## config.mk

```make
export PLATFORM = sky130hd
export DESIGN_NAME = fspc_ctrl
export DESIGN_NICKNAME = d
export VERILOG_FILES = /design/src/fspc_pkg.sv /design/src/fspc_page_buf.sv /design/src/fspc_ctrl.sv
export SDC_FILE = /design/constraint.sdc
export NUM_CORES = 1
export LEC_CHECK = 0
export BUFFER_PORTS_ARGS = -buffer_cell sky130_fd_sc_hd__buf_2
export CAP_MARGIN = 20
export CORE_ASPECT_RATIO = 1.75
export CORE_MARGIN = 1.5
export CORE_UTILIZATION = 40
export DETAILED_ROUTE_END_ITERATION = 8
export PLACE_DENSITY = 0.64
export SYNTH_ARGS = -nofsm -noshare
export SYNTH_HDL_FRONTEND = slang
export SYNTH_SLANG_ARGS = --single-unit
```

## constraint.sdc

```tcl
create_clock -name clock -period 3.8 [get_ports clock]
set_input_delay 0.19 -clock clock [delete_from_list [all_inputs] [get_ports clock]]
set_output_delay 0.19 -clock clock [all_outputs]
set_load 0.1 [all_outputs]
```

## src/fspc_pkg.sv

```systemverilog
// Shared constants and carrier types for the flash self-program controller.
// Assumes one CPU clock domain; every user of these names writes fspc_pkg::name.
package fspc_pkg;

	// Register map and field positions
	localparam logic [7:0] CTRL_OFFSET = 8'h00;
	localparam logic [7:0] CTRL_RESET = 8'h00;
	localparam logic [7:0] UNMAPPED_READ = 8'h00;
	localparam int BIT_READY_IE = 7;
	localparam int BIT_BUSY = 6;
	localparam int BIT_RESERVED = 5;
	localparam int BIT_SECT_RE = 4;
	localparam int BIT_LOCK_SET = 3;
	localparam int BIT_PAGE_WR = 2;
	localparam int BIT_PAGE_ER = 1;
	localparam int BIT_STORE_EN = 0;

	// Idle value and accepted five-bit command patterns in the low control bits
	localparam logic [4:0] CMD_NONE = 5'h00;
	localparam logic [4:0] CMD_REENABLE = 5'h11;
	localparam logic [4:0] CMD_LOCK = 5'h09;
	localparam logic [4:0] CMD_WRITE = 5'h05;
	localparam logic [4:0] CMD_ERASE = 5'h03;
	localparam logic [4:0] CMD_STORE = 5'h01;

	// Arming windows in CPU clock cycles
	localparam logic [2:0] ARM_CYCLES = 3'h4;
	localparam logic [2:0] LPM_CYCLES = 3'h3;
	localparam logic [2:0] CNT_ZERO = 3'h0;
	localparam logic [2:0] CNT_ONE = 3'h1;

	// Addressing
	localparam int PTR_W = 16;
	localparam logic [15:0] APP_RESET_ADDR = 16'h0000;
	localparam logic [1:0] SEL_FUSE_LOW = 2'h0;
	localparam logic [1:0] SEL_LOCK = 2'h1;
	localparam logic [1:0] SEL_FUSE_HIGH = 2'h3;

	// Flash array operation kinds
	localparam logic [1:0] OP_ERASE = 2'h0;
	localparam logic [1:0] OP_WRITE = 2'h1;
	localparam logic [1:0] OP_LOCK = 2'h2;

	typedef enum logic [2:0] {
		ST_IDLE = 3'b001,
		ST_ARMED = 3'b010,
		ST_BUSY = 3'b100
	} fspc_state_t;

	// One CPU program-memory instruction slot
	typedef struct packed {
		logic store_program_instruction;
		logic lpm;
		logic [15:0] pointer;
		logic [7:0] data_low;
		logic [7:0] data_high;
	} fspc_cpu_req_t;

	// Command to the flash array
	typedef struct packed {
		logic start;
		logic [1:0] kind;
		logic [15:0] page;
		logic [7:0] lock_data;
	} fspc_flash_op_t;

endpackage

```

## src/fspc_page_buf.sv

```systemverilog
// Temporary page buffer: one word per page slot, random-order writes.
// Assumes a single clock; clear empties the whole buffer in one cycle.
`timescale 1ns/1ps
module fspc_page_buf #(
	parameter int AW = 5,
	parameter int DW = 16
) (
	input wire logic clock,
	input wire logic srst,
	input wire logic clear,
	input wire logic wr_en,
	input wire logic [AW-1:0] wr_addr,
	input wire logic [DW-1:0] wr_data,
	input wire logic [AW-1:0] rd_addr,
	output logic [DW-1:0] rd_data
);
	localparam int DEPTH = 1 << AW;
	localparam logic [DW-1:0] ERASED = {DW{1'b1}};

	logic [DW-1:0] mem_r [DEPTH];
	logic [DEPTH-1:0] valid_r;
	logic [DW-1:0] rd_data_r;

	// Valid bits stand in for a full wipe; unwritten slots read as erased
	always_ff @(posedge clock)
	begin
		if (srst || clear)
			valid_r <= '0;
		else if (wr_en)
			valid_r[wr_addr] <= 1'b1;
	end

	// Storage itself needs no reset
	always_ff @(posedge clock)
	begin
		if (wr_en)
			mem_r[wr_addr] <= wr_data;
	end

	// Registered read port
	always_ff @(posedge clock)
	begin
		if (srst)
			rd_data_r <= ERASED;
		else
			rd_data_r <= valid_r[rd_addr] ? mem_r[rd_addr] : ERASED;
	end

	assign rd_data = rd_data_r;
endmodule // fspc_page_buf

```

## src/fspc_ctrl.sv

```systemverilog
// Flash self-program controller: control register, arming windows, page
// buffer fill, erase/write/lock sequencing and fuse/lock readback.
// Assumes CPU, flash array and fuse store all run on clock.
`timescale 1ns/1ps
module fspc_ctrl #(
	parameter int PAGE_WORD_BITS = 5,
	parameter logic [15:0] BLOCKING_FIRST_PAGE = 16'h0060,
	parameter logic [15:0] BOOT_START_ADDR = 16'h0C00
) (
	input wire logic clock,
	input wire logic srst,
	input wire logic [7:0] reg_addr,
	input wire logic [7:0] reg_wdata,
	input wire logic reg_wr,
	input wire logic reg_rd,
	output logic [7:0] reg_rdata,
	input wire fspc_pkg::fspc_cpu_req_t cpu_req,
	input wire logic global_int_flag,
	input wire logic eeprom_busy,
	output logic ready_irq,
	output logic cpu_stall,
	output logic lpm_valid,
	output logic [7:0] lpm_data,
	output logic section_blocked,
	output logic [15:0] reset_vector,
	input wire logic boot_reset_fuse,
	input wire logic [7:0] fuse_low,
	input wire logic [7:0] fuse_high,
	input wire logic [7:0] lock_bits,
	output fspc_pkg::fspc_flash_op_t flash_op,
	input wire logic flash_done,
	input wire logic [PAGE_WORD_BITS-1:0] flash_buf_addr,
	output logic [15:0] flash_buf_data
);
	fspc_pkg::fspc_state_t state_r, state_nxt;
	logic [4:0] cmd_r, cmd_nxt;
	logic [2:0] cnt_r, cnt_nxt;
	logic ie_r;
	logic busy_flag_r, busy_flag_nxt;
	logic blocking_r;
	fspc_pkg::fspc_flash_op_t op_r, op_nxt;
	logic [7:0] rdata_r;
	logic lpm_valid_r;
	logic [7:0] lpm_data_r;
	logic [15:0] reset_vector_r;

	// Register decode
	wire ctrl_hit = (reg_addr == fspc_pkg::CTRL_OFFSET);
	wire wr_ctrl = reg_wr && ctrl_hit;
	wire [4:0] wr_pattern = reg_wdata[4:0];
	wire is_idle = (state_r == fspc_pkg::ST_IDLE);
	wire is_armed = (state_r == fspc_pkg::ST_ARMED);
	wire is_busy = (state_r == fspc_pkg::ST_BUSY);

	// Pattern filter; anything else is dropped
	wire pattern_ok = (wr_pattern == fspc_pkg::CMD_REENABLE) ||
		(wr_pattern == fspc_pkg::CMD_LOCK) ||
		(wr_pattern == fspc_pkg::CMD_WRITE) ||
		(wr_pattern == fspc_pkg::CMD_ERASE) ||
		(wr_pattern == fspc_pkg::CMD_STORE);
	// No arming while the array is busy or an EEPROM write runs
	wire accept_arm = wr_ctrl && pattern_ok && !is_busy && !eeprom_busy;

	// Armed command decode
	wire cmd_store = (cmd_r == fspc_pkg::CMD_STORE);
	wire cmd_erase = (cmd_r == fspc_pkg::CMD_ERASE);
	wire cmd_write = (cmd_r == fspc_pkg::CMD_WRITE);
	wire cmd_lock = (cmd_r == fspc_pkg::CMD_LOCK);
	wire cmd_reen = (cmd_r == fspc_pkg::CMD_REENABLE);

	// A store counts only inside the arming window
	wire spm_go = cpu_req.store_program_instruction && is_armed && !eeprom_busy;
	wire start_page = spm_go && (cmd_erase || cmd_write);
	wire start_op = start_page || (spm_go && cmd_lock);
	wire lpm_hit = cpu_req.lpm && is_armed && cmd_lock &&
		(cnt_r < fspc_pkg::LPM_CYCLES) && !eeprom_busy;
	wire timeout = is_armed && (cnt_r == fspc_pkg::ARM_CYCLES - fspc_pkg::CNT_ONE) &&
		!spm_go && !lpm_hit && !accept_arm;

	// Pointer split: byte select, word in page, page number
	wire [PAGE_WORD_BITS-1:0] word_idx = cpu_req.pointer[PAGE_WORD_BITS:1];
	wire [15:0] ptr_page = 16'(cpu_req.pointer >> (PAGE_WORD_BITS + 1));
	wire page_blocking = (ptr_page >= BLOCKING_FIRST_PAGE);

	// Buffer control; read-enable write wipes a partial load
	wire buf_we = spm_go && cmd_store;
	wire buf_clear = (wr_ctrl && reg_wdata[fspc_pkg::BIT_SECT_RE]) ||
		(spm_go && cmd_reen) ||
		(is_busy && flash_done && (op_r.kind == fspc_pkg::OP_WRITE));

	fspc_page_buf #(
		.AW(PAGE_WORD_BITS),
		.DW(16)
	) u_page_buf (
		.clock(clock),
		.srst(srst),
		.clear(buf_clear),
		.wr_en(buf_we),
		.wr_addr(word_idx),
		.wr_data({cpu_req.data_high, cpu_req.data_low}),
		.rd_addr(flash_buf_addr),
		.rd_data(flash_buf_data)
	);

	// Sequencer: idle, armed window, array busy
	always_comb
	begin
		state_nxt = state_r;
		cmd_nxt = cmd_r;
		cnt_nxt = cnt_r;
		case (state_r)
			fspc_pkg::ST_IDLE:
			begin
				if (accept_arm)
				begin
					state_nxt = fspc_pkg::ST_ARMED;
					cmd_nxt = wr_pattern;
					cnt_nxt = fspc_pkg::CNT_ZERO;
				end
			end
			fspc_pkg::ST_ARMED:
			begin
				if (start_op)
					state_nxt = fspc_pkg::ST_BUSY;
				else if (spm_go || lpm_hit || timeout)
				begin
					state_nxt = fspc_pkg::ST_IDLE;
					cmd_nxt = fspc_pkg::CMD_NONE;
				end
				else if (accept_arm)
				begin
					cmd_nxt = wr_pattern;
					cnt_nxt = fspc_pkg::CNT_ZERO;
				end
				else
					cnt_nxt = cnt_r + fspc_pkg::CNT_ONE;
			end
			fspc_pkg::ST_BUSY:
			begin
				// Store enable and command bits held until the array reports done
				if (flash_done)
				begin
					state_nxt = fspc_pkg::ST_IDLE;
					cmd_nxt = fspc_pkg::CMD_NONE;
				end
			end
			default:
			begin
				state_nxt = fspc_pkg::ST_IDLE;
				cmd_nxt = fspc_pkg::CMD_NONE;
				cnt_nxt = fspc_pkg::CNT_ZERO;
			end
		endcase
	end

	always_ff @(posedge clock)
	begin
		if (srst)
		begin
			state_r <= fspc_pkg::ST_IDLE;
			cmd_r <= fspc_pkg::CMD_NONE;
			cnt_r <= fspc_pkg::CNT_ZERO;
		end
		else
		begin
			state_r <= state_nxt;
			cmd_r <= cmd_nxt;
			cnt_r <= cnt_nxt;
		end
	end

	// Interrupt enable is writable at any time, even while busy
	always_ff @(posedge clock)
	begin
		if (srst)
			ie_r <= fspc_pkg::CTRL_RESET[fspc_pkg::BIT_READY_IE];
		else if (wr_ctrl)
			ie_r <= reg_wdata[fspc_pkg::BIT_READY_IE];
	end

	// Section busy: set by a concurrent-section erase/write; set wins over clear
	wire busy_set = start_page && !page_blocking;
	wire busy_clr = spm_go && (cmd_store || cmd_reen);
	assign busy_flag_nxt = busy_set || (busy_flag_r && !busy_clr);

	always_ff @(posedge clock)
	begin
		if (srst)
			busy_flag_r <= fspc_pkg::CTRL_RESET[fspc_pkg::BIT_BUSY];
		else
			busy_flag_r <= busy_flag_nxt;
	end

	// Operation latch; page frozen at start so the pointer is free afterwards
	always_comb
	begin
		op_nxt = op_r;
		op_nxt.start = 1'b0;
		if (start_op)
		begin
			op_nxt.start = 1'b1;
			op_nxt.kind = cmd_lock ? fspc_pkg::OP_LOCK :
				(cmd_write ? fspc_pkg::OP_WRITE : fspc_pkg::OP_ERASE);
			// Lock setting ignores pointer and high data
			op_nxt.page = cmd_lock ? op_r.page : ptr_page;
			op_nxt.lock_data = cpu_req.data_low;
		end
	end

	always_ff @(posedge clock)
	begin
		if (srst)
		begin
			op_r <= '0;
			blocking_r <= 1'b0;
		end
		else
		begin
			op_r <= op_nxt;
			if (start_op)
				blocking_r <= start_page && page_blocking;
		end
	end

	// Stall covers the whole blocking-section operation
	assign cpu_stall = is_busy && blocking_r;
	assign flash_op = op_r;
	assign section_blocked = busy_flag_r;

	// Ready interrupt is a level, not a pulse
	assign ready_irq = ie_r && global_int_flag && !cmd_r[fspc_pkg::BIT_STORE_EN];

	// Control view; reserved bit tied low
	wire [7:0] ctrl_view = {ie_r, busy_flag_r, 1'b0, cmd_r};

	always_ff @(posedge clock)
	begin
		if (srst)
			rdata_r <= fspc_pkg::UNMAPPED_READ;
		else if (reg_rd && ctrl_hit)
			rdata_r <= ctrl_view;
		else
			rdata_r <= fspc_pkg::UNMAPPED_READ;
	end
	assign reg_rdata = rdata_r;

	// Readback select by low pointer bits; raw values, zero means programmed
	wire [1:0] rd_sel = cpu_req.pointer[1:0];
	wire [7:0] rd_pick = (rd_sel == fspc_pkg::SEL_LOCK) ? lock_bits :
		((rd_sel == fspc_pkg::SEL_FUSE_HIGH) ? fuse_high : fuse_low);

	always_ff @(posedge clock)
	begin
		if (srst)
		begin
			lpm_valid_r <= 1'b0;
			lpm_data_r <= fspc_pkg::UNMAPPED_READ;
		end
		else
		begin
			lpm_valid_r <= lpm_hit;
			if (lpm_hit)
				lpm_data_r <= rd_pick;
		end
	end
	assign lpm_valid = lpm_valid_r;
	assign lpm_data = lpm_data_r;

	// Reset vector taken from the fuse during reset; fuses are inputs only
	always_ff @(posedge clock)
	begin
		if (srst)
			reset_vector_r <= boot_reset_fuse ? fspc_pkg::APP_RESET_ADDR : BOOT_START_ADDR;
	end
	assign reset_vector = reset_vector_r;

	// Checks
	a_arm_timeout: assert property (@(posedge clock) disable iff (srst)
		(is_armed && !cpu_req.store_program_instruction && !cpu_req.lpm && !wr_ctrl) [*4] |=> is_idle)
		else $error("store enable outlived its window");
	a_busy_hold: assert property (@(posedge clock) disable iff (srst)
		is_busy && !flash_done |=> cmd_r[fspc_pkg::BIT_STORE_EN])
		else $error("store enable dropped during operation");
	a_stall_blocking: assert property (@(posedge clock) disable iff (srst)
		start_page && page_blocking |=> cpu_stall throughout (is_busy [*1]))
		else $error("no stall for blocking section");
	a_page_latched: assert property (@(posedge clock) disable iff (srst)
		is_busy && $past(is_busy) |-> $stable(op_r.page))
		else $error("page changed mid operation");
	a_reserved_zero: assert property (@(posedge clock) disable iff (srst)
		$past(reg_rd) |-> !reg_rdata[fspc_pkg::BIT_RESERVED])
		else $error("reserved bit read as one");
	a_unarmed_store: assert property (@(posedge clock) disable iff (srst)
		cpu_req.store_program_instruction && !is_armed |=> !flash_op.start)
		else $error("unarmed store had an effect");
	a_busy_set: assert property (@(posedge clock) disable iff (srst)
		start_page && !page_blocking |=> section_blocked ##1 !cpu_stall)
		else $error("section busy not set");
	a_lpm_answer: assert property (@(posedge clock) disable iff (srst)
		lpm_hit |=> lpm_valid && (lpm_data == $past(rd_pick)) && is_idle)
		else $error("readback not delivered");
	a_eeprom_block: assert property (@(posedge clock) disable iff (srst)
		eeprom_busy |=> !flash_op.start && !lpm_valid)
		else $error("activity during eeprom write");
	a_ready_irq: assert property (@(posedge clock) disable iff (srst)
		ie_r && global_int_flag |-> (ready_irq == is_idle))
		else $error("ready interrupt not tied to store enable");
	a_lpm_late: assert property (@(posedge clock) disable iff (srst)
		cpu_req.lpm && is_armed && cmd_lock && (cnt_r >= fspc_pkg::LPM_CYCLES) |=> !lpm_valid)
		else $error("late readback was answered");
	a_pattern_drop: assert property (@(posedge clock) disable iff (srst)
		wr_ctrl && !pattern_ok && is_idle |=> is_idle)
		else $error("invalid pattern armed a store");
endmodule // fspc_ctrl

```

==> results of run 1 <==
[power by group]
part / internal [mW] / switching, mW / total, mW
Combinational: 0.247 / 0.458 / 0.706
Sequential: 7.26 / 0.000356 / 7.26
Clock: 3.25 / 2.43 / 5.68
[layer usage]
layer | vias up | wire (um)
li1 | 5653 | -
met1 | 6602 | 20600
met5 | - | 13
met2 | 374 | 31100
met3 | 111 | 2240
met4 | 2 | 2060
[worst max-delay path: cells and delay by family, from the launching register on]
kind,cells,cell delay (ns)
flops,1,0.49
simple gates,4,2.08
[synthesized netlist by cell type (all sizes together) (14+ instances only)]
library cell / instances / area share [%]
o21a: 26 / 0.82
buf: 61 / 1.5
nand2b: 22 / 0.57
mux4: 123 / 12
nand2: 25 / 0.39
inv: 23 / 0.36
edfxtp: 513 / 64
o221ai: 14 / 0.51
clkbuf: 37 / 0.58
o21ai: 19 / 0.40
a22oi: 28 / 0.88
a21oi: 23 / 0.48
dfxtp: 99 / 8.3
mux2i: 70 / 2.9
or2: 15 / 0.39
nor2b: 21 / 0.55
nor2: 84 / 1.5
[worst max path at each step]
stage / slack [ns] / cells past startpoint / to / start
global placement: 0.98 / 4 / u_page_buf.mem_r[28][12] / state_r[1]
CTS: 0.87 / 4 / u_page_buf.mem_r[30][5] / state_r[1]
floorplan: 1.05 / 7 / u_page_buf.mem_r[22][0] / state_r[0]
finish: 0.84 / 4 / u_page_buf.mem_r[28][13] / state_r[1]
global route: 0.77 / 4 / u_page_buf.mem_r[30][8] / state_r[1]
detailed placement: 0.89 / 4 / u_page_buf.mem_r[30][12] / state_r[1]
[final cells by class]
cell class | instances | area, um^2
clock buffers | 65 | 1440
clock inverters | 34 | 400
fillers | 4858 | 31400
inverters | 23 | 86.3
multi-input cells | 614 | 6100
flip-flops and latches | 612 | 17400
well taps | 780 | 976
repair buffers | 223 | 1460
[state kept, by name (all words and copies together) (netlist names), 5 cells and up]
register            flops
u_page_buf.rd_data     16
flash_op               21
lpm_data                8
reg_rdata               7
u_page_buf.mem_r      512
u_page_buf.valid_r     32
cmd_r                   5
[cell families (layout without fill, tap and decap cells)]
kind of cell / count (synthesis) / after routing / share of synthesized area, %
flip-flops: 612 / 612 / 72.6
other: 1 / 21 / 0.0157
XOR/XNOR: 2 / 2 / 0.0732
buffers and inverters: 121 / 345 / 2.44
multiplexers: 195 / 195 / 14.6
AO/OA/AOI/OAI: 174 / 174 / 5.24
AND/OR/NAND/NOR: 219 / 219 / 4.87
adder cells (fa/ha/maj): 3 / 3 / 0.146
[repair_timing]
action	in CTS	in global routing
setup buffers	0	0
hold buffers	32	0
hold endpoints to repair	30	0
[cells in the final DEF, fill, tap and decap left out, drive strengths merged, types with 10 or more instances in the layout]
cell type,count
clkinv,14
edfxtp,513
a211oi,13
a21oi,23
buf,191
o21ai,19
inv,31
mux4,123
a311oi,13
nor2b,21
nand2,25
o21a,26
clkbuf,65
dfxtp,99
o221ai,14
and2,10
or2,15
conb,21
nand2b,22
nor2,84
mux2i,70
dlygate4sd3,32
a22oi,28
==> results.md, run 1 <==
- Outcome: finished, final reports clean
- Count of flip-flops with a built-in enable after synthesis: about 510
- Vias in the first global route: ~13k
- Largest net degree at the start of global routing: 49
- Vias/cell: ~5.4
- CTS tree: done
- Crit Path Class: reg2reg
- Tot GR Track Use: around 18%
- Hold WC Path Type: in2reg
- Crit Path Max Fanout: 17
- Final hold violation count: 0
- Req. time, crit path: about 4 ns
- Via Count: 12.7k
- Clock slew at reported path FFs: 0.07 ns
- Max-cap violation count: 0
- Slew Limit Fails: 0
- Port Buffers: 142
- Initial drt markers: 1031
- Setup TNS: 0 ns
- DP Area: 25700 um^2
- Mapped Cells: 1327
- Final core occ: between 40 and 50%
- Antenna Nets Post-Route: 0
- Final HPWL from detailed placement: roughly 35000 um
- Dpl ws: around 0.89 ns
- WL/cell: 23.8 um
- Tot Pwr: between 10 and 15 mW
- Area growth, synth to finish: 16.3%
- Post_cts resized: 0
- #FFs+latches synth: just over 600
- Avg Cell Area, Syn: 18.0 um^2
- Slack of the critical path: approximately 0.84 ns
- Reg2reg end: u_page_buf.mem_r[28][13]
- Inst Count DP: 2220
- Hold path depth: 4
- Tcrit/Tclk final: 77.8%
- Post-Layout Cell Count: 2351
- Cells along the critical path: or4b_4, or3_1, or3_4, nor2_4
- Worst vdd ir: between 0.2 and 0.3 mV
- Ys async rst share: 0%
- Slew @ Worst Pin: just over 1 ns
- Post-Syn Area: 23900 um^2
- Placement Rows: ~120
- Clk_skew: 0.0195 ns
- Root Buffer Master: clkbuf_16
- PwrDens: 490 nW/um^2
- Sequential-to-total area share from yosys stat: 72.6%
- CTS Buf Count: 53
- Crit. End Element: flop
- Residual DRC count: 0
- Leak: 9.45 nW
- Worst slew margin: between 30% and 40%
- Antenna Diode Count: 0
- RSZ-0062 raised after global routing: no
- CP max stage cell: nor2_4
- Die Ht: ~330 um
- Met3 Use GR: 2.09%
- Crit start category: flop
- Grt met1 use: 20.6%
- Hold EP: lpm_data[6]
- Final #Nets: about 1.6k
- Gr ovfl total: 0
- Die W: between 150 and 200 um
- Fmax: about 0.34 GHz
- CTS Sinks: about 610
- Global placement routability congestion: approximately 0.82
- Top FF cell, synth: edfxtp_1
- Crit-path max cell delay: approximately 0.57 ns
- Share of cells above drive strength 1: 28.5%
- Period minus WS final: 2.96 ns
- Max clock buf depth: 3
- Critical path data arrival time: between 3 and 4 ns
- H-tree depth: 2
- R2R setup slack: approximately 0.84 ns
- Ports: roughly 170
- WL final: 56000 um
- Initial Utilization: about two fifths
- FF-to-FF path depth: 4
- Hold Path Origin: fuse_low[6]
- Met2 Use GR: between 30% and 40%
- Clk Latency, worst-skew pair: 0.59 ns
- Core box area: about 59000 um^2
- FF-to-FF Start: state_r[1]
- Global-route wire length before repair: 83500 um
- Fin area: ~28000 um^2
- DR pass1 iterations: 5
- Die area: 61400 um^2
- Final setup viols: 0
- WHS: roughly 0.047 ns
- Initial antenna violation count: 1
- Global route hottest layer: met2
- Post-synthesis cell type count: 60
- Warnings, synthesis: 0
No activity file was read; power rests on OpenSTA's default activity.
==> inputs of run 2 (changes only) <==
- clock period: 3.8 -> 3.1 ns (I/O delays scaled with it)
==> results.md, run 2 (synthesized netlist as in run 1, its figures left out) <==
- Post-Layout Cell Count: 2377 (+1.1%)
- Most frequent cells in the layout: edfxtp_1, buf_2, mux4_2
- Core box area: 59200 um^2 (unchanged)
- Final hold violation count: 0 (unchanged)
- Antenna Nets Post-Route: 0 (unchanged)
- Initial antenna violation count: 1 (unchanged)
- Reg with most FFs: u_page_buf.mem_r
- Largest net degree at the start of global routing: 39 (-20%)
- Leak: 9.54 nW (+0.96%)
- Final #Nets: 1641 (+1.5%)
- Crit. End Element: flop
- FILL cells: 4881 (+0.47%)
- Gr ovfl total: 0 (unchanged)
- DR pass1 iterations: 6 (+1)
- Slew @ Worst Pin: 1.07 ns (+0.0531 ns)
- Clk_skew: 0.0193 ns (-0.000276 ns)
- Setup TNS: 0 ns (unchanged)
- Post_cts resized: 0 (unchanged)
- Hold WC Path Type: in2reg
- Commonest non-fill, non-tap cell in the layout: edfxtp_1
- Period minus WS final: 2.80 ns (-0.158 ns)
- PwrDens: 601 nW/um^2 (+23%)
- Slack of the critical path: 0.302 ns (-0.542 ns)
- Fin area: 28100 um^2 (+0.88%)
- Req. time, crit path: 3.59 ns (-0.43 ns)
- Tcrit/Tclk final: 90.3% (+12 points)
- Max clock buf depth: 3 (unchanged)
- CTS tree: done
- Die area: 61400 um^2 (unchanged)
- Reg area: 17400 um^2 (unchanged)
- CTS Hold Bufs: 43 (+34%)
- Tot GR Track Use: 18.9% (+0.51 points)
- Residual DRC count: 0 (unchanged)
- Critical path data arrival time: 3.29 ns (+0.11 ns)
- Vias/cell: 5.38 (-0.68%)
- Fmax: 0.357 GHz (+5.6%)
- CTS Buf Count: 52 (-1.9%)
- Crit start category: flop
- Final setup viols: 0 (unchanged)
- Die W: 188 um (unchanged)
- Max reg flops: 512 (unchanged)
- Initial Utilization: 40.4% (unchanged)
- Dpl ws: 0.358 ns (-0.530 ns)
- Multi-input logic area: 6100 um^2 (unchanged)
- Placement Rows: 118 (unchanged)
- Worst vdd ir: 0.412 mV (+46%)
- Ports: 166 (unchanged)
- Global placement routability congestion: 0.823 (-0.11%)
- Inst Count DP: 2235 (+0.68%)
- Tot Pwr: 16.9 mW (+24%)
- Clk Latency, worst-skew pair: 0.60 ns (about the same)
- Clock slew at reported path FFs: 0.07 ns (about the same)
- WL/cell: 24.1 um (+1.2%)
- Slew Limit Fails: 0 (unchanged)
- WL final: 57300 um (+2.3%)
- Initial drt markers: 975 (-5.4%)
- # Post-CTS Setup Buffers: 0 (unchanged)
- Crit Path Max Fanout: 12 (-5)
- RSZ-0062 raised after global routing: no
- Global-route wire length before repair: 85700 um (+2.7%)
- H-tree depth: 2 (unchanged)
- Port Buffers: 142 (unchanged)
- DP Area: 25800 um^2 (+0.44%)
- Worst slew margin: 28.5% (-1.9 points)
- Root Buffer Master: clkbuf_16
- WHS: 0.0384 ns (-0.00823 ns)
- Vias in the first global route: 13.4k (+0.78%)
- CTS Sinks: 612 (unchanged)
- Outcome: finished, final reports clean
- Crit Path Class: reg2reg
- Via Count: 12.8k (+0.42%)
- Area growth, synth to finish: 17.3%
- Share of cells above drive strength 1: 28.6% (+0.12 points)
- Max-cap violation count: 0 (unchanged)
- Final core occ: 47.4% (+0.41 points)
- Die Ht: 327 um (unchanged)
- Final HPWL from detailed placement: 37700 um (+8.9%)
[run 2: worst max-delay path: stages, from the launching register on]
cell           delay, ns
dfxtp_1             0.48
or4b_4              0.53
nor3_2              0.39
buf_4               0.22
nand2_1             0.08
buf_4               0.21
a32oi_1             0.17
nor2_1              0.06
dlygate4sd3_1       0.56
[run 2: area by class of cell]
cell class,count,share of cell area (%)
clock buffers,76,5.28
flip-flops and latches,612,61.9
multi-input cells,614,21.7
diodes,1,0.00891
well taps,780,3.47
repair buffers,249,6.00
clock inverters,22,1.32
inverters,23,0.307
[run 2: worst paths after layout]
kind,cells after the start,slack [ns],to,from
worst min-delay path,3,0.04,reg_rdata[4],reg_rd
worst max register to register,8,0.30,flash_op[25],state_r[1]
worst min register to register,2,0.45,lpm_data[0],lpm_data[0]
worst max-delay path,8,0.30,flash_op[25],state_r[1]
[run 2: layer usage]
metal	up-vias	GRT usage, %	routed length [um]	share of wire (%)
li1	5710	-	-	-
met4	0	8.90	2650	4.6
met5	-	0	0	0
met1	6623	20.7	20800	36
met3	101	2.17	2050	3.6
met2	361	35.9	31900	56
[run 2: power breakdown]
group	leakage (nW)	switching, mW	internal, mW
combinational	3.24	0.610	0.308
clock	0.896	2.90	4.16
sequential	5.41	0.000612	8.90
total	9.54	3.51	13.4
==> inputs of run 3 (changes only) <==
- ABC_AREA: unset -> 1
- MAX_ROUTING_LAYER: unset -> met4
- clock period: 3.1 -> 3 ns (I/O delays scaled with it)
==> results.md, run 3 <==
- Outcome: finished, final reports clean
- Post_cts resized: 0 (unchanged)
- PwrDens: 600 nW/um^2 (-0.21%)
- Largest area contributor in the netlist: edfxtp_1
- Placement Rows: 120 (+1.7%)
- Reg area: 17400 um^2 (unchanged)
- Tcrit/Tclk final: 83.3% (-7.0 points)
- RSZ-0062 raised after global routing: no
- DR pass1 iterations: 5 (-1)
- CTS Hold Bufs: 35 (-19%)
- Tot GR Track Use: 21.3% (+2.4 points)
- Root Buffer Master: clkbuf_16
- FILL cells: 5376 (+10%)
- Clk_skew: 0.0204 ns (+0.00111 ns)
- Initial antenna violation count: 1 (unchanged)
- Vias in the first global route: 17.5k (+31%)
- H-tree depth: 2 (unchanged)
- Via Count: 17.3k (+35%)
- Largest net degree at the start of global routing: 141 (+260%)
- Hold WC Path Type: in2reg
- Crit Path Class: reg2reg
- WL/cell: 20.2 um (-16%)
- Slew Limit Fails: 0 (unchanged)
- Crit. End Element: flop
- Most frequent cell after synthesis: edfxtp_1
- Setup TNS: 0 ns (unchanged)
- Critical path data arrival time: 2.77 ns (-0.52 ns)
- Leak: 10.2 nW (+6.8%)
- Most frequent cells in the layout: edfxtp_1, nor2_1, nand2_1
- Count of flip-flops with a built-in enable after synthesis: 513 (unchanged)
- Slew @ Worst Pin: 0.876 ns (-0.195 ns)
- Reg with most FFs: u_page_buf.mem_r
- Initial Utilization: 40.4% (-0.042 points)
- Top-area cell type share of the netlist area: 62.4% (-1.9 points)
- Ports: 166 (unchanged)
- Crit Path Max Fanout: 16 (+4)
- Die Ht: 332 um (+1.5%)
- Multi-input logic area: 6310 um^2 (+3.5%)
- Period minus WS final: 2.50 ns (-0.299 ns)
- Global-route wire length before repair: 99000 um (+15%)
- Commonest cells post-synth: edfxtp_1, nor2_1, nand2_1, nand3_1, o21ai_0
- Area growth, synth to finish: 14.3%
- Initial drt markers: 1335 (+37%)
- CTS Sinks: 612 (unchanged)
- Ys async rst share: 0% (unchanged)
- Core box area: 61100 um^2 (+3.2%)
- WL final: 65400 um (+14%)
- WHS: 0.0352 ns (-0.00320 ns)
- Post-synthesis cell type count: 32 (-47%)
- Worst slew margin: 41.6% (+13 points)
- Max reg flops: 512 (unchanged)
- Gr ovfl total: 0 (unchanged)
- Sequential-to-total area share from yosys stat: 70.4% (-2.2 points)
- Req. time, crit path: 3.27 ns (-0.32 ns)
- Die area: 63300 um^2 (+3.1%)
- Clock slew at reported path FFs: 0.07 ns (about the same)
- Worst vdd ir: 0.492 mV (+19%)
- CTS Buf Count: 51 (-1.9%)
- Global placement routability congestion: 0.830 (+0.87%)
- Top FF cell, synth: edfxtp_1
- Antenna Nets Post-Route: 0 (unchanged)
- CTS tree: done
- Die W: 191 um (+1.5%)
- Final core occ: 46.2% (-1.2 points)
- Fmax: 0.400 GHz (+12%)
- Warnings, synthesis: 0 (unchanged)
- Max-cap violation count: 0 (unchanged)
- Clk Latency, worst-skew pair: 0.59 ns (about the same)
- Final hold violation count: 0 (unchanged)
- Final HPWL from detailed placement: 40200 um (+6.5%)
- Share of cells above drive strength 1: 11.9% (-17 points)
- Port Buffers: 142 (unchanged)
- Ranking of synthesized cells by area: edfxtp_1, dfxtp_1, nor2_1
- Mapped Cells: 2238 (+69%)
- Vias/cell: 5.35 (-0.65%)
- Final #Nets: 2496 (+52%)
- Crit start category: flop
- Avg Cell Area, Syn: 11.0 um^2 (-39%)
- Commonest non-fill, non-tap cell in the layout: edfxtp_1
- Final setup viols: 0 (unchanged)
- Residual DRC count: 0 (unchanged)
- # Post-CTS Setup Buffers: 0 (unchanged)
- #FFs+latches synth: 612 (unchanged)
- Max clock buf depth: 3 (unchanged)
- Post-Syn Area: 24700 um^2 (+3.1%)
run 3: cell count changes after synthesis, moves of 70 or more:
cell,previous run,this run
nor2_1,76,459
nand3_1,9,302
mux2i_1,70,0
nand2_1,25,347
mux4_2,123,0
o21ai_0,18,152
run 3: final timing paths:
path	start	endpoint	slack [ns]	cells past startpoint
max reg2reg	state_r[2]	u_page_buf.mem_r[1][1]	0.50	10
max	state_r[2]	u_page_buf.mem_r[1][1]	0.50	10
min reg2reg	section_blocked	reg_rdata[6]	0.46	2
min	reg_rd	reg_rdata[7]	0.04	3
run 3: final cells by class:
type | count | area share [%]
Clock inverter | 28 | 0.727
Tap cell | 793 | 3.51
Inverter | 69 | 0.940
Sequential cell | 612 | 61.6
Multi-Input combinational cell | 1429 | 22.3
Timing Repair Buffer | 244 | 6.04
Antenna cell | 1 | 0.00886
Clock buffer | 63 | 4.83
run 3: where the power goes:
part           switching [mW]  total, mW  internal (mW)
Sequential             0.0101       9.22           9.21
Clock                    2.92       6.40           3.47
Combinational           0.982       1.31          0.327
Total                    3.92       16.9           13.0
run 3: critical path, cell delays in order, from the launching register on:
cell and delay (ns):
dfxtp_1 0.34, inv_1 0.06, nand3_1 0.16, nor2_2 0.19, nand3_1 0.15, inv_1 0.14, nand3b_1 0.21, nor2_1 0.37
inv_2 0.12, nor2_1 0.12, buf_4 0.31
run 3: logic make-up (layout without fill, tap and decap cells):
logic type	after synthesis	after routing	share of synthesized area, %
buffers and inverters	217	404	4.34
DFF	612	612	70.4
other	1	22	0.0152
adders and majority gates	2	2	0.101
and+or+nand+nor	1116	1116	18.6
AOI/OAI and AO/OA	290	290	6.54
run 3: per-stage QoR:
| step | setup WS (ns) | power [mW] | instances | instance area, um^2 |
|---|---|---|---|---|
| after floorplan | 0.648 | 10.2 | 2258 | 24800 |
| after global placement | 0.539 | 10.7 | 3112 | 26300 |
| after detailed placement | 0.536 | 10.7 | 3112 | 26300 |
| after CTS | 0.509 | 17.0 | 3238 | 28200 |
| after global routing | 0.356 | 17.4 | 3239 | 28200 |
| final | 0.501 | 16.9 | 3239 | 28200 |
run 3: per-layer routing:
metal	track usage, %	wire length (um)	vias up
met3	2.33	3860	185
li1	-	-	8069
met2	36.3	33200	713
met1	23.6	24500	8355
met5	-	0	-
met4	13.2	3860	0
